**src/drive_prot_pkg.sv**
```systemverilog
// Purpose: Shared constants and types for the drive bus and current protection block.
// Assumes: Voltages are in units of 0.1 V and currents in whole percent of rated current.
// Notes: Register offsets are byte addresses on the plain register port.
package drive_prot_pkg;
   // Register byte offsets.
   localparam logic [7:0] OFS_UV_LEVEL = 8'h00;
   localparam logic [7:0] OFS_OV_LEVEL = 8'h04;
   localparam logic [7:0] OFS_OV_MODE = 8'h08;
   localparam logic [7:0] OFS_ACC_LIMIT = 8'h0c;
   localparam logic [7:0] OFS_RUN_LIMIT = 8'h10;
   localparam logic [7:0] OFS_RAMP_SEL = 8'h14;
   localparam logic [7:0] OFS_IRQ_STATUS = 8'h18;
   localparam logic [7:0] OFS_IRQ_MASK = 8'h1c;
   localparam logic [7:0] OFS_STATE = 8'h20;
   // Undervoltage level, defaults and ranges per voltage class, in 0.1 V.
   localparam logic [15:0] UV_DEF_LO = 16'h0708;
   localparam logic [15:0] UV_DEF_HI = 16'h0e10;
   localparam logic [15:0] UV_MIN_LO = 16'h05dc;
   localparam logic [15:0] UV_MAX_LO = 16'h0898;
   localparam logic [15:0] UV_MIN_HI = 16'h0bb8;
   localparam logic [15:0] UV_MAX_HI = 16'h1130;
   localparam logic [15:0] UV_STOP_MARGIN = 16'h0258;
   // Overvoltage stall level, defaults and upper bounds per class, in 0.1 V.
   localparam logic [15:0] OV_DEF_LO = 16'h0ed8;
   localparam logic [15:0] OV_DEF_HI = 16'h1db0;
   localparam logic [15:0] OV_MAX_LO = 16'h1194;
   localparam logic [15:0] OV_MAX_HI = 16'h2328;
   localparam logic [15:0] OV_OFF = 16'h0000;
   // Current limits in percent, where 100 is the rated current.
   localparam logic [15:0] CUR_LIMIT_DEF = 16'h00b4;
   localparam logic [15:0] CUR_LIMIT_MAX = 16'h00c8;
   localparam logic [15:0] CUR_RATED = 16'h0064;
   // Selector encodings and resets.
   localparam logic OV_MODE_TRAD = 1'h0;
   localparam logic OV_MODE_SMART = 1'h1;
   localparam logic [2:0] RAMP_PRESENT = 3'h0;
   localparam logic [2:0] RAMP_AUTO = 3'h5;
   localparam logic [15:0] OV_MODE_RST = 16'h0000;
   localparam logic [15:0] RAMP_SEL_RST = 16'h0000;
   // Interrupt status bit positions.
   localparam int IRQ_UV_RUN = 0;
   localparam int IRQ_UV_STOP = 1;
   localparam int IRQ_OV_STALL = 2;
   localparam int IRQ_ACC_STALL = 3;
   localparam int IRQ_RUN_STALL = 4;
   localparam int IRQ_W = 5;
   localparam logic [IRQ_W-1:0] IRQ_RST = 5'h00;
   // State register field positions.
   localparam int ST_CODE_LSB = 0;
   localparam int ST_HOLD = 4;
   localparam int ST_LOWER = 5;
   localparam int ST_REGULATE = 6;
   localparam int ST_CUT = 7;

   typedef enum logic [2:0] {
      FC_NONE,
      FC_UV_ACCEL,
      FC_UV_DECEL,
      FC_UV_CONST,
      FC_UV_STOP
   } fault_code_t;
endpackage : drive_prot_pkg

```
**src/drive_bus_current_protection.sv**
```systemverilog
// Purpose: Undervoltage fault, overvoltage stall and overcurrent stall supervisor.
// Assumes: Measurements, phase flags and reset command come from logic on clk_sys.
// Notes: The voltage class select is a pin and is synchronised before use.
`timescale 1ns/1ps
`default_nettype none

// Contract
// A bus voltage below the undervoltage level raises a fault that cuts output so the motor coasts.
// A running undervoltage fault carries an accelerating, decelerating or constant-speed code.
// A running undervoltage fault stays latched until a reset command is given.
// An undervoltage while stopped shows its own code, is not logged, and clears above level plus 60 V.
// The undervoltage level defaults to 180.0 V or 360.0 V and is held within 150.0-220.0 V or 300.0-440.0 V.
// An overvoltage stall level of 0.0 disables overvoltage stall prevention, any other value is the trip point.
// The overvoltage stall level defaults to 380.0 V or 760.0 V and is held within 0.0-450.0 V or 0.0-900.0 V.
// Mode 0 treats bus rise during deceleration as the overvoltage stall condition.
// In mode 0 the frequency is frozen while the bus is above the level and deceleration resumes below it.
// In mode 1 deceleration is regulated so the bus voltage is held steady.
// While accelerating above the acceleration current limit, default 180, the frequency is held.
// At constant speed above the running current limit the frequency is lowered, then ramped back up below it.
// Current limits are percentages where 100 equals rated output current.
// The ramp selector decodes 0 as present ramp, 1 to 4 as ramp sets and 5 as automatic.
// Comparisons use the sample of one control cycle and act in the following cycle.
module drive_bus_current_protection (
   // Clock and reset.
   input wire logic clk_sys,
   input wire logic arst_n,
   // Measurement path and run status.
   input wire logic sample_valid,
   input wire logic [15:0] bus_voltage,
   input wire logic [15:0] output_current_pct,
   input wire logic running,
   input wire logic accelerating,
   input wire logic decelerating,
   input wire logic fault_reset_cmd,
   input wire logic high_voltage_class,
   // Register port.
   input wire logic [7:0] reg_addr,
   input wire logic [31:0] reg_wdata,
   input wire logic reg_wr,
   input wire logic reg_rd,
   output logic [31:0] reg_rdata,
   // Power stage actions.
   output logic output_cut,
   output logic undervoltage_fault,
   output logic [2:0] fault_code,
   output logic fault_log,
   output logic freq_hold,
   output logic freq_lower,
   output logic decel_regulate,
   output logic [2:0] stall_ramp_set,
   output logic stall_ramp_auto,
   // Interrupt.
   output logic irq
);
   typedef struct packed {
      logic class_meta;
      logic class_sync;
      logic [15:0] uv_level;
      logic uv_written;
      logic [15:0] ov_level;
      logic ov_written;
      logic ov_mode;
      logic [15:0] acc_limit;
      logic [15:0] run_limit;
      logic [2:0] ramp_sel;
      logic [drive_prot_pkg::IRQ_W-1:0] irq_status;
      logic [drive_prot_pkg::IRQ_W-1:0] irq_mask;
      logic [31:0] rdata;
      logic smp;
      logic [15:0] volt;
      logic [15:0] cur;
      logic smp_run;
      logic smp_acc;
      logic smp_dec;
      drive_prot_pkg::fault_code_t code;
      logic log_pulse;
      logic ov_hold;
      logic acc_hold;
      logic run_lower;
      logic regulate;
   } state_t;

   state_t q;
   state_t next_q;

   function automatic logic [15:0] clamp16(input logic [15:0] v, input logic [15:0] lo,
                                           input logic [15:0] hi);
      if (v < lo) begin
         return lo;
      end else if (v > hi) begin
         return hi;
      end
      return v;
   endfunction : clamp16

   function automatic logic [15:0] pick(input logic wr, input logic [15:0] val,
                                        input logic [15:0] def);
      return wr ? val : def;
   endfunction : pick

   logic [15:0] uv_eff;
   logic [15:0] ov_eff;
   logic uv_low;
   logic uv_recovered;
   logic ov_active;
   logic [drive_prot_pkg::IRQ_W-1:0] irq_set;

   // Class defaults apply until software writes a level, since a reset value cannot follow a pin.
   assign uv_eff = pick(q.uv_written, q.uv_level,
                        q.class_sync ? drive_prot_pkg::UV_DEF_HI : drive_prot_pkg::UV_DEF_LO);
   assign ov_eff = pick(q.ov_written, q.ov_level,
                        q.class_sync ? drive_prot_pkg::OV_DEF_HI : drive_prot_pkg::OV_DEF_LO);
   assign uv_low = q.smp && (q.volt < uv_eff);
   assign uv_recovered = q.smp && ({1'b0, q.volt} > ({1'b0, uv_eff} +
                         {1'b0, drive_prot_pkg::UV_STOP_MARGIN}));
   // Overvoltage stall is armed only during deceleration with a non-zero level.
   assign ov_active = q.smp && q.smp_dec && (ov_eff != drive_prot_pkg::OV_OFF)
                      && (q.volt > ov_eff); // see

   always_comb begin
      next_q = q;
      irq_set = '0;
      next_q.class_meta = high_voltage_class;
      next_q.class_sync = q.class_meta;
      next_q.log_pulse = 1'b0;
      next_q.rdata = 32'h0000_0000;
      // Sample capture; decisions are made from the captured copy one cycle later.
      next_q.smp = sample_valid;
      if (sample_valid) begin
         next_q.volt = bus_voltage;
         next_q.cur = output_current_pct;
         next_q.smp_run = running;
         next_q.smp_acc = accelerating;
         next_q.smp_dec = decelerating;
      end

      // Undervoltage handling.
      if (q.code != drive_prot_pkg::FC_NONE && q.code != drive_prot_pkg::FC_UV_STOP
          && fault_reset_cmd) begin
         next_q.code = drive_prot_pkg::FC_NONE;
      end
      if (q.code == drive_prot_pkg::FC_UV_STOP && uv_recovered) begin
         next_q.code = drive_prot_pkg::FC_NONE;
      end
      if (uv_low && q.smp_run && (q.code == drive_prot_pkg::FC_NONE
          || q.code == drive_prot_pkg::FC_UV_STOP || fault_reset_cmd)) begin
         // A new fault beats a reset command given in the same cycle.
         if (q.smp_acc) begin
            next_q.code = drive_prot_pkg::FC_UV_ACCEL;
         end else if (q.smp_dec) begin
            next_q.code = drive_prot_pkg::FC_UV_DECEL;
         end else begin
            next_q.code = drive_prot_pkg::FC_UV_CONST;
         end
         next_q.log_pulse = 1'b1;
         irq_set[drive_prot_pkg::IRQ_UV_RUN] = 1'b1;
      end else if (uv_low && !q.smp_run && q.code == drive_prot_pkg::FC_NONE) begin
         next_q.code = drive_prot_pkg::FC_UV_STOP;
         irq_set[drive_prot_pkg::IRQ_UV_STOP] = 1'b1;
      end

      // Stall prevention, updated once per sample.
      if (q.smp) begin
         next_q.ov_hold = ov_active && (q.ov_mode == drive_prot_pkg::OV_MODE_TRAD);
         next_q.regulate = ov_active && (q.ov_mode == drive_prot_pkg::OV_MODE_SMART);
         next_q.acc_hold = q.smp_run && q.smp_acc && (q.cur > q.acc_limit); // see
         next_q.run_lower = q.smp_run && !q.smp_acc && !q.smp_dec
                            && (q.cur > q.run_limit); // see
         if (ov_active && !(q.ov_hold || q.regulate)) begin
            irq_set[drive_prot_pkg::IRQ_OV_STALL] = 1'b1;
         end
         if (next_q.acc_hold && !q.acc_hold) begin
            irq_set[drive_prot_pkg::IRQ_ACC_STALL] = 1'b1;
         end
         if (next_q.run_lower && !q.run_lower) begin
            irq_set[drive_prot_pkg::IRQ_RUN_STALL] = 1'b1;
         end
      end

      // Register writes; levels are clamped into the range of the present class.
      if (reg_wr) begin
         case (reg_addr)
            drive_prot_pkg::OFS_UV_LEVEL: begin
               next_q.uv_written = 1'b1;
               next_q.uv_level = q.class_sync ?
                  clamp16(reg_wdata[15:0], drive_prot_pkg::UV_MIN_HI, drive_prot_pkg::UV_MAX_HI) :
                  clamp16(reg_wdata[15:0], drive_prot_pkg::UV_MIN_LO,
                          drive_prot_pkg::UV_MAX_LO);
            end
            drive_prot_pkg::OFS_OV_LEVEL: begin
               next_q.ov_written = 1'b1;
               next_q.ov_level = clamp16(reg_wdata[15:0], drive_prot_pkg::OV_OFF,
                  q.class_sync ? drive_prot_pkg::OV_MAX_HI : drive_prot_pkg::OV_MAX_LO);
            end
            drive_prot_pkg::OFS_OV_MODE: begin
               next_q.ov_mode = reg_wdata[0];
            end
            drive_prot_pkg::OFS_ACC_LIMIT: begin
               next_q.acc_limit = clamp16(reg_wdata[15:0], 16'h0000, drive_prot_pkg::CUR_LIMIT_MAX);
            end
            drive_prot_pkg::OFS_RUN_LIMIT: begin
               next_q.run_limit = clamp16(reg_wdata[15:0], 16'h0000, drive_prot_pkg::CUR_LIMIT_MAX);
            end
            drive_prot_pkg::OFS_RAMP_SEL: begin
               // Codes above automatic are ignored so the selector always decodes.
               if (reg_wdata[15:0] <= {13'h0000, drive_prot_pkg::RAMP_AUTO}) begin
                  next_q.ramp_sel = reg_wdata[2:0];
               end
            end
            drive_prot_pkg::OFS_IRQ_MASK: begin
               next_q.irq_mask = reg_wdata[drive_prot_pkg::IRQ_W-1:0];
            end
            default: begin
            end
         endcase
      end
      // Write-one-to-clear, with a same-cycle event winning over the clear.
      if (reg_wr && reg_addr == drive_prot_pkg::OFS_IRQ_STATUS) begin
         next_q.irq_status = (q.irq_status & ~reg_wdata[drive_prot_pkg::IRQ_W-1:0]) | irq_set;
      end else begin
         next_q.irq_status = q.irq_status | irq_set;
      end

      // Register reads; data stands only in the cycle after the strobe.
      if (reg_rd) begin
         case (reg_addr)
            drive_prot_pkg::OFS_UV_LEVEL: next_q.rdata = {16'h0000, uv_eff};
            drive_prot_pkg::OFS_OV_LEVEL: next_q.rdata = {16'h0000, ov_eff};
            drive_prot_pkg::OFS_OV_MODE: next_q.rdata = {31'h0000_0000, q.ov_mode};
            drive_prot_pkg::OFS_ACC_LIMIT: next_q.rdata = {16'h0000, q.acc_limit};
            drive_prot_pkg::OFS_RUN_LIMIT: next_q.rdata = {16'h0000, q.run_limit};
            drive_prot_pkg::OFS_RAMP_SEL: next_q.rdata = {29'h0000_0000, q.ramp_sel};
            drive_prot_pkg::OFS_IRQ_STATUS: next_q.rdata = {27'h000_0000, q.irq_status};
            drive_prot_pkg::OFS_IRQ_MASK: next_q.rdata = {27'h000_0000, q.irq_mask};
            drive_prot_pkg::OFS_STATE: begin
               next_q.rdata = 32'h0000_0000;
               next_q.rdata[drive_prot_pkg::ST_CODE_LSB +: 3] = q.code;
               next_q.rdata[drive_prot_pkg::ST_HOLD] = q.ov_hold | q.acc_hold;
               next_q.rdata[drive_prot_pkg::ST_LOWER] = q.run_lower;
               next_q.rdata[drive_prot_pkg::ST_REGULATE] = q.regulate;
               next_q.rdata[drive_prot_pkg::ST_CUT] = q.code != drive_prot_pkg::FC_NONE;
            end
            default: next_q.rdata = 32'h0000_0000;
         endcase
      end
   end

   always_ff @(posedge clk_sys or negedge arst_n) begin
      if (!arst_n) begin
         q <= '0;
         q.code <= drive_prot_pkg::FC_NONE;
         q.ov_mode <= drive_prot_pkg::OV_MODE_RST[0];
         q.acc_limit <= drive_prot_pkg::CUR_LIMIT_DEF;
         q.run_limit <= drive_prot_pkg::CUR_LIMIT_DEF;
         q.ramp_sel <= drive_prot_pkg::RAMP_SEL_RST[2:0];
         q.irq_status <= drive_prot_pkg::IRQ_RST;
         q.irq_mask <= drive_prot_pkg::IRQ_RST;
      end else begin
         q <= next_q;
      end
   end

   assign reg_rdata = q.rdata;
   assign output_cut = (q.code != drive_prot_pkg::FC_NONE);
   assign undervoltage_fault = (q.code != drive_prot_pkg::FC_NONE);
   assign fault_code = q.code;
   assign fault_log = q.log_pulse;
   assign freq_hold = q.ov_hold | q.acc_hold;
   assign freq_lower = q.run_lower;
   assign decel_regulate = q.regulate;
   assign stall_ramp_set = q.ramp_sel;
   assign stall_ramp_auto = (q.ramp_sel == drive_prot_pkg::RAMP_AUTO);
   assign irq = |(q.irq_status & q.irq_mask);
endmodule : drive_bus_current_protection

`default_nettype wire

```
**config.mk**
```make
export PLATFORM = sky130hd
export DESIGN_NAME = drive_bus_current_protection
export DESIGN_NICKNAME = d
export VERILOG_FILES = /design/src/drive_prot_pkg.sv /design/src/drive_bus_current_protection.sv
export SDC_FILE = /design/constraint.sdc
export NUM_CORES = 1
export LEC_CHECK = 0
export BUFFER_PORTS_ARGS = -buffer_cell sky130_fd_sc_hd__buf_2
export CAP_MARGIN = 40
export CELL_PAD_IN_SITES_DETAIL_PLACEMENT = 0
export CELL_PAD_IN_SITES_GLOBAL_PLACEMENT = 1
export CORE_ASPECT_RATIO = 1.25
export CORE_MARGIN = 2
export CORE_UTILIZATION = 45
export CTS_CLUSTER_DIAMETER = 80
export DETAILED_ROUTE_END_ITERATION = 8
export GPL_TIMING_DRIVEN = 0
export MAX_ROUTING_LAYER = met4
export PLACE_DENSITY_LB_ADDON = 0.1
export SETUP_SLACK_MARGIN = 0.4
export SLEW_MARGIN = 20
export SYNTH_ARGS = -nofsm -noshare
export SYNTH_HDL_FRONTEND = slang
export SYNTH_SLANG_ARGS = --single-unit
```
**constraint.sdc**
```tcl
create_clock -name clk_sys -period 5 [get_ports clk_sys]
set_input_delay 1 -clock clk_sys [delete_from_list [all_inputs] [get_ports clk_sys]]
set_output_delay 1 -clock clk_sys [all_outputs]
set_load 0.01 [all_outputs]
```
# Word-level counts from Yosys, hierarchy flattened
# Cells that the tools add are included.
[classes]
n_bitwise = 7
add_sub_neg = 1
n_reduce_logical = 45
muxes = 53
eq_ne = 11
order_cmp = 13
[op_table]
columns = ["operator", "count"]
rows = [
  ["$mux 16", 17],
  ["$pmux 16 s9", 1],
  ["$gt 16x16->1", 3],
  ["$eq 8x5->1 const B", 4],
  ["$mux 1", 25],
  ["$logic_and 1x1->1", 23],
  ["$mux 3", 6],
  ["$add 16x10->17 const B", 1],
  ["$gt 16x17->1", 1],
  ["$eq 8x4->1 const B", 2],
  ["$gt 16x12->1 const B", 1],
  ["$gt 16x13->1 const B", 1],
  ["$gt 16x14->1", 1],
  ["$gt 16x8->1 const B", 1],
  ["$le 16x3->1 const B", 1],
  ["$lt 16x1->1 const B", 1],
  ["$lt 16x11->1 const B", 1],
  ["$lt 16x12->1 const B", 1],
  ["$lt 16x16->1", 1],
  ["$reduce_bool 16->1", 1],
  ["$mux 14", 1],
  ["$mux 13", 1],
  ["$mux 12", 1],
  ["$reduce_and 2->1", 6],
  ["other kinds (18)", 28],
]
[word_totals]
out_inout_bits = 46
wordCells = 155
inputBits = 82
reg_bits = 158

# Logic depth before layout (Yosys ltp)
# Gate-level depths: netlist of the first run.
[depth]
word_depth = 10
ltp_mapped = 17
ltp_nobuf = 16

# Worst setup path after synthesis of the first run
# OpenSTA, ideal clock, no wires.
[synth_timing]
path_type = "flip-flop to flip-flop"
startpoint = "register q[139] in the netlist's numbering"
endpoint = "register q, in the netlist fault_code[2]"
path_stages_with_launch = 18
t_arrival_ns = 3.388
path_slack_ns = 1.486
required_time_ns = 4.874
cell_sequence = "dfrtp_1 -> buf_4 -> clkbuf_1 -> a21oi_1 -> ha_1 -> inv_1 -> a21oi_1 -> o21ai_0 -> nand2_1 -> or3_1 -> xnor2_1 -> ha_1 -> nand4_1 -> or3_1 -> a31oi_1 -> or4_1 -> nand3_1 -> a311o_1"
[synth_via]
elab_chain_len = 8
elab_cells_between_ends = 15
cone_classes = "add/sub (1); order compare (2); mux (4); reduce/logical (8)"
[synth_lines]
columns = ["element", "line", "text"]
rows = [
  ["from (decl)", "drive_bus_current_protection.sv:83", "state_t q;"],
  ["from (signal assigned)", "drive_bus_current_protection.sv:259", "q <= next_q;"],
  ["$mux 16 *", "drive_bus_current_protection.sv:98", "return wr ? val : def;"],
  ["$add 16x10->17", "drive_bus_current_protection.sv:114", "assign uv_recovered = q.smp && ({1'b0, q.volt} > ({1'b0, uv_eff} +"],
  ["$gt 16x17->1", "drive_bus_current_protection.sv:114", ""],
  ["$logic_and 1x1->1", "drive_bus_current_protection.sv:114", ""],
  ["$logic_and 1x1->1", "drive_bus_current_protection.sv:142", "if (q.code == drive_prot_pkg::FC_UV_STOP && uv_recovered) begin"],
  ["$mux 3", "drive_bus_current_protection.sv:142", ""],
  ["$mux 3", "drive_bus_current_protection.sv:157", "end else if (uv_low && !q.smp_run && q.code == drive_prot_pkg::FC_NONE) begin"],
  ["$mux 3", "drive_bus_current_protection.sv:145", "if (uv_low && q.smp_run && (q.code == drive_prot_pkg::FC_NONE"],
]
# Mark *: on every way between the ends. The rest lies on a longest branch, timed or not.
# A chain may end at the register's enable or synchronous reset.

# Worst setup path in the final report of the first run
# Same ends and word-level chain as after synthesis.

==> impl_results.md, run 1 <==
* Leak Pwr at 4.80 nW
* Sum of overflow across all layers after global routing at 0
* Clock buffers created by TritonCTS at 17
* Synthesized instance count at around 960
* Outcome: finished, final reports clean
* CTS Root Cell: sky130_fd_sc_hd__clkbuf_16
* Endpoints failing setup at 0
* Largest net degree at the start of global routing at 98
* Clock network latency to the later pin of the worst-skew pair at 0.43 ns
* Power Density at 310 mW/mm2
* Routability congestion estimate from global placement at ~0.9
* Starting utilization of the core area at 0.462
* Post-CTS resize count at 0
* Cell area after layout at 0.0105 mm2
* Final critical-path required period at 4.16 ns
* Average vias per placed instance at 5.63
* Layout cells sized above 1 at 0.226
* Max Transition Viols Final at 0
* Setup repair after global routing missed its margin: false
* Quantity of hold-fixing buffers added after cts at 0
* Number of post-CTS setup repair buffers at 0
* Final HPWL from detailed placement at between 20000 and 25000 um
* Top-Level Pins at 128
* Transition at the pin with the smallest max-transition slack at about 0.80 ns
* Cell row count at 57
* Total number of clock tree sinks at 142
* Remaining antenna violation count after routing at 0
* Total length of routed wires at 27800 um
* Horiz. Die Dim at 131 um
* Fraction of registers with async set or reset after synthesis at 1.00
* Post-place instance area at slightly below 0.01 mm2
* Count of vias placed by the detailed router at about 7700
* Number of synthesized flops with an enable pin at 0
* Yosys warns at 0
* Synth top area share at 0.372
* CP Capture Type: register
* Cells after DPL at 1327
* Wire length of the first global-routing pass at 43200 um
* TritonCTS clock tree: done
* Core area at 0.0195 mm2
* Largest fanout of any net on the critical path at 10
* Worst EP required at 5.31 ns
* List of most frequent post-synthesis cells: sky130_fd_sc_hd__dfrtp_1 (134), sky130_fd_sc_hd__nand2_1 (97), sky130_fd_sc_hd__ha_1 (84)
* Via count of the first global-routing pass at 7589
* Average cell area after synthesis at roughly 9.4 um2
* Number of maximum-capacitance violations at 0
* Final net count at 1248
* Die Area at 0.0212 mm2
* Worst EP arrival at 4.47 ns
* Largest area contributor in the netlist: sky130_fd_sc_hd__dfrtp_1
* Number of port buffers at roughly 90
* Launching element type of the critical path: register
* Origin of the worst min-delay path: next_q[156]
* GRT Resource Usage Total at 0.280
* Max transition margin at 0.463
* Worst slack at placement at 0.856 ns
* Number of violations reported at the end of detailed-routing iteration 0 at 505
* H-tree lvl count at 4
* Biggest area contributors in the synthesized netlist: sky130_fd_sc_hd__dfrtp_1 (37%), sky130_fd_sc_hd__ha_1 (12%), sky130_fd_sc_hd__mux2_2 (4.7%)
* Total standard cell area after synthesis at 0.00902 mm2
* Number of remaining DRC errors at 0
* Most instantiated library cell after synthesis: sky130_fd_sc_hd__dfrtp_1
* Dominant synthesized flop cell: sky130_fd_sc_hd__dfrtp_1
* Clock Pin Slew Worst Setup and Hold Paths at 0.06 ns
* Count of TritonRoute iterations in the first routing pass at 5
* Final antenna diode count at 0
* Die height at ~160 um
* Hold/Removal Path Class: register to register
* Worst flop-to-flop path startpoint: q[139]
* CP Launch Point: q[139]
* Worst-case register-to-register setup slack at between 0.8 and 0.9 ns
* Number of non-filler instances in the completed layout at 1360
* Number of flip-flops and latches in the synthesized netlist at 142
* Slack of the critical path at about 0.84 ns
* Per-cell routed wire length at ~20 um
* Share of the clock period used by the worst path at 0.831
* Maximum frequency from static timing analysis at 0.241 GHz
* Total negative slack for setup checks at 0 ns
* Layout overhead on the synthesized area at 16.6%
* Initial antenna violation count at 0
* Buffers from clock root to sink, at most at 2
* Crit path kind: register to register
* Count of distinct cell types in the synthesized netlist at just under 80
* Fraction of the yosys area taken by sequential cells at 0.395
* Worst VDD drop at roughly 0.00024 V
* Final hold vios at 0
* Hold WS at 0.349 ns
* Clock skew after layout at 0.00955 ns
==> logic make-up (layout without fill, tap and decap cells) <==
group	Yosys count	in the layout	share of synthesized area
fa+ha+maj	84	84	0.116
mux	42	42	0.0523
compound gates	259	259	0.194
flops	142	142	0.395
buf+inv	140	262	0.0781
simple gates	281	281	0.156
xor+xnor	9	9	0.00873
other cells	1	16	0.000416
==> power by group <==
group / switching [mW] / internal (mW) / total (mW)
clock: 0.530 / 0.808 / 1.34
combinational: 0.333 / 0.258 / 0.591
sequential: 0.101 / 1.23 / 1.33
total: 0.964 / 2.29 / 3.26
==> through the flow <==
step	utilization	total power [mW]
final	0.538	3.26
after detailed placement	0.506	1.94
after global routing	0.538	3.42
after CTS	0.538	3.28
after global placement	0.504	1.93
after floorplan	-	1.70
==> routing by layer <==
metal | vias to the layer above | track usage | share of wire
li1 | 3688 | - | -
met2 | 239 | 0.429 | 0.47
met1 | 3679 | 0.377 | 0.45
met4 | 0 | 0.100 | 0.031
met3 | 52 | 0.0437 | 0.050
met5 | - | - | 0
==> area by class of cell <==
type / count / area [um2]
clock inverters: 14 / 184
fillers: 1913 / 9020
well taps: 265 / 332
multi-input cells: 691 / 4810
clock buffers: 18 / 439
repair buffers: 90 / 483
flip-flops and latches: 142 / 3560
inverters: 57 / 214
plain buffers: 83 / 490
==> flip-flops by register name, indices dropped and copies added, names as in the netlist <==
name            cells
next_q              1
stall_ramp_set      3
fault_code          3
fault_log           1
reg_rdata          16
freq_lower          1
q                 116
decel_regulate      1
==> path summary, 6_finish.rpt <==
check,end,depth (start not counted)
setup reg to reg,fault_code[2],17
min in group asynchronous,q[27],1
hold reg to reg,q[156],0
hold / removal,q[156],0
setup / recovery,fault_code[2],17
max in group asynchronous,q[122],2
==> cell usage in the layout (no fill, tap or decap), types with 20 or more instances in the layout <==
cell,instances
sky130_fd_sc_hd__clkbuf_1,29
sky130_fd_sc_hd__ha_1,84
sky130_fd_sc_hd__o21ai_0,38
sky130_fd_sc_hd__a31oi_1,24
sky130_fd_sc_hd__mux2_2,38
sky130_fd_sc_hd__nand3_1,20
sky130_fd_sc_hd__buf_2,98
sky130_fd_sc_hd__buf_4,42
sky130_fd_sc_hd__nor2_1,56
sky130_fd_sc_hd__dfrtp_1,134
sky130_fd_sc_hd__inv_1,56
sky130_fd_sc_hd__a21oi_1,74
sky130_fd_sc_hd__nand2_1,97
==> critical path, stage by stage, from the launching register on <==
cell and delay [ns]:
sky130_fd_sc_hd__dfrtp_1 0.32, sky130_fd_sc_hd__buf_4 0.14, sky130_fd_sc_hd__clkbuf_1 0.36, sky130_fd_sc_hd__a21oi_1 0.24, sky130_fd_sc_hd__ha_1 0.28, sky130_fd_sc_hd__inv_1 0.06, sky130_fd_sc_hd__a21oi_1 0.10, sky130_fd_sc_hd__o21ai_0 0.29
sky130_fd_sc_hd__nand2_1 0.11, sky130_fd_sc_hd__or3_1 0.33, sky130_fd_sc_hd__xnor2_1 0.15, sky130_fd_sc_hd__ha_1 0.30, sky130_fd_sc_hd__nand4_1 0.12, sky130_fd_sc_hd__or3_1 0.42, sky130_fd_sc_hd__a31oi_1 0.18, sky130_fd_sc_hd__or4_1 0.17
sky130_fd_sc_hd__nand3_1 0.12, sky130_fd_sc_hd__a311o_1 0.37
Note: power is estimated with default switching activity, not from simulation.
==> run 2, diff against run 1 <==
--- a/config.mk
+++ b/config.mk
@@ -11,7 +11,7 @@
 export CELL_PAD_IN_SITES_GLOBAL_PLACEMENT = 1
 export CORE_ASPECT_RATIO = 1.25
 export CORE_MARGIN = 2
-export CORE_UTILIZATION = 45
+export CORE_UTILIZATION = 40
 export CTS_CLUSTER_DIAMETER = 80
 export DETAILED_ROUTE_END_ITERATION = 8
 export GPL_TIMING_DRIVEN = 0
==> constraint.sdc (replaced) <==
create_clock -name clk_sys -period 3.45 [get_ports clk_sys]
set_input_delay 0.69 -clock clk_sys [delete_from_list [all_inputs] [get_ports clk_sys]]
set_output_delay 0.69 -clock clk_sys [all_outputs]
set_load 0.01 [all_outputs]
==> impl_results.md, run 2 (same netlist as run 1, synthesis figures left out) <==
* Outcome: finished, final reports clean
* Int Power at 3.22 mW (+40%)
* CP Capture Type: register
* Cell area after layout at 0.0108 mm2 (+2.7%)
* Total length of routed wires at 29500 um (+6.1%)
* P_sw at 1.49 mW (+55%)
* Quantity of hold-fixing buffers added after cts at 0 (unchanged)
* Number of maximum-capacitance violations at 0 (unchanged)
* Power Density at 436 mW/mm2 (+41%)
* Largest net degree at the start of global routing at 82 (-16%)
* CP delay by family, top: simple AND/OR/NAND/NOR gates
* Reg2reg path depth at 16 (-1)
* Transition at the pin with the smallest max-transition slack at 0.842 ns (+0.0438 ns)
* Final antenna diode count at 0 (unchanged)
* Final HPWL from detailed placement at 23100 um (+4.8%)
* Total power draw at 4.71 mW (+45%)
* Number of remaining DRC errors at 0 (unchanged)
* Crit path kind: register to register
* Max FFs per register at 116 (unchanged)
* Switching share of total power at 0.317 (+0.0208)
* Clock group share of total power at 0.390 (-0.021)
* Final critical-path required period at 3.36 ns (-0.797 ns)
* Hold/Removal Path Class: input port to async pin
* GRT Resource Usage Total at 0.260 (-0.0201)
* Combinational fraction of design power at 0.201 (+0.020)
* Max transition margin at 0.438 (-0.0248)
* Cell with the biggest individual delay on the critical path: sky130_fd_sc_hd__dfrtp_2
* Die Area at 0.0238 mm2 (+12%)
* Clock buffers created by TritonCTS at 17 (unchanged)
* Met3 Usage GRT at 0.0349 (-0.00880)
* Via count of the first global-routing pass at 7674 (+1.1%)
* Launching element type of the critical path: register
* Total number of clock tree sinks at 142 (unchanged)
* Routability congestion estimate from global placement at 0.938 (+3.2%)
* Remaining antenna violation count after routing at 0 (unchanged)
* CTS Root Cell: sky130_fd_sc_hd__clkbuf_16
* Worst EP arrival at 3.67 ns (-0.80 ns)
* Clock network latency to the later pin of the worst-skew pair at 0.43 ns (about the same)
* Number of non-filler instances in the completed layout at 1390 (+2.2%)
* Logic depth of the worst path, buffers included at 16 (-1)
* Initial antenna violation count at 0 (unchanged)
* Sum of overflow across all layers after global routing at 0 (unchanged)
* Critical path buffers and inverters at 1 (-2)
* Number of violations reported at the end of detailed-routing iteration 0 at 471 (-6.7%)
* TritonCTS clock tree: done
* Horiz. Die Dim at 138 um (+5.9%)
* Register with the highest flop count: q
* Cell row count at 61 (+7.0%)
* Utilization of the core after routing at 0.486 (-0.0520)
* Most used cells in the layout excluding fill and tap cells: sky130_fd_sc_hd__dfrtp_1 (132), sky130_fd_sc_hd__buf_2 (99), sky130_fd_sc_hd__nand2_1 (97)
* Leak Pwr at 4.89 nW (+1.9%)
* Post-place instance area at 0.00996 mm2 (+0.71%)
* Largest fanout of any net on the critical path at 3 (-7)
* Top-Level Pins at 128 (unchanged)
* Critical path, cell by cell: nor2b_4 > a21oi_4 > ha_4 > inv_2 > a21oi_4 > o21ai_2 > nand2_1 > or3_4 > xnor2_2 > ha_1 > nand4_1 > or3_4 > a31oi_4 > or4_4 > nand3_4 > a311o_1
* Worst VDD drop at 0.000335 V (+40%)
* Most frequent standard cell in the layout excluding fill and tap cells: sky130_fd_sc_hd__dfrtp_1
* Share of the clock period used by the worst path at 0.974 (+0.142)
* Cells after DPL at 1346 (+1.4%)
* Endpoints failing setup at 0 (unchanged)
* Wire length of the first global-routing pass at 45800 um (+5.9%)
* Final hold vios at 0 (unchanged)
* Die height at 172 um (+5.9%)
* Max Transition Viols Final at 0 (unchanged)
* Final net count at 1260 (+0.96%)
* Per-cell routed wire length at 21.2 um (+3.8%)
* Layout cells sized above 1 at 0.264 (+0.0382)
* Share of total power in sequential cells at 0.409 (about the same)
* H-tree lvl count at 4 (unchanged)
* Core area at 0.0222 mm2 (+14%)
* Clock skew after layout at 0.0104 ns (+0.000830 ns)
* Setup repair after global routing missed its margin: true
* Average vias per placed instance at 5.59 (-0.64%)
* Count of TritonRoute iterations in the first routing pass at 5 (unchanged)
* Layout overhead on the synthesized area at 19.7%
* Worst EP required at 3.76 ns (-1.55 ns)
* CP peak stage delay at 0.46 ns (+0.04 ns)
* Number of port buffers at 88 (unchanged)
* Maximum frequency from static timing analysis at 0.298 GHz (+24%)
* Count of vias placed by the detailed router at 7777 (+1.6%)
* Starting utilization of the core area at 0.406 (-0.0555)
* Buffers from clock root to sink, at most at 2 (unchanged)
* Clock Pin Slew Worst Setup and Hold Paths at 0.07 ns (about the same)
* GR met2 Demand/Resource at 0.432 (+0.00299)
* Most used routing layer: met2
* Met1 track demand over resource at 0.333 (-0.0449)
[run 2: cell types whose count changed in the layout (fill, tap and decap cells not counted), sizes merged]
cell and delta:
clkinvlp +2, clkbuf -3, buf +14, inv +7, clkinv -6, bufinv -2
[run 2: layer usage]
| layer | up-vias | part of all wire |
|---|---|---|
| li1 | 3710 | - |
| met1 | 3777 | 0.45 |
| met2 | 247 | 0.48 |
| met3 | 43 | 0.045 |
| met4 | 0 | 0.026 |
| met5 | - | 0 |
[run 2: power by group through the flow]
stage	logic (mW)	registers, mW	clock network (mW)
2_1_floorplan	0.591	1.88	0
3_3_place_gp	0.857	1.95	0
3_5_place_dp	0.875	1.95	0
4_1_cts	0.929	1.92	1.87
5_1_grt	1.06	1.94	1.94
6_report	0.949	1.93	1.84
[run 2: cell type report]
class                           count  area (um2)
Fill cell                        2174       11400
Multi-Input combinational cell    691        4990
Sequential cell                   142        3570
Timing Repair Buffer              102         572
Buffer                             83         520
Clock buffer                       17         425
Tap cell                          283         354
Inverter                           57         218
Clock inverter                     15         150
[run 2: path summary, 6_finish.rpt]
kind                        startpoint       endpoint  slack (ns)
max                             q[156]  fault_code[2]        0.09
min                             arst_n          q[27]        0.19
max reg2reg                     q[156]  fault_code[2]        0.09
min reg2reg                next_q[156]         q[156]        0.35
max in group asynchronous       arst_n         q[156]        2.43
min in group clk_sys       next_q[156]         q[156]        0.35
[run 2: worst reg2reg max path: cells and delay by family, from the launching register on]
kind                       cells  cell delay, ns
xor gates and xnor gates       1            0.13
adders and majority gates      2            0.46
AOI/OAI and AO/OA              5            0.75
and+or+nand+nor                7            1.38
buffers and inverters          1            0.06
DFF                            1            0.46
[run 2: timing repair]
item | CTS | global route
endpoints found under the setup margin | 9 | 8
resized for setup | 18 | 20
pin swaps | 14 | 10
endpoints found under the hold margin | 0 | 0
buffers inserted | 11 | 1
[run 2: per-stage QoR]
stage                     setup TNS [ns]  hold WS [ns]  setup slack (ns)
after global placement            -63.20         0.335            -0.766
after detailed placement          -0.337         0.339            -0.214
final                                  0         0.195            0.0908
after floorplan                        0         0.331             0.314
after global routing             -0.0736         0.228           -0.0308
after CTS                        -0.0454         0.205           -0.0454
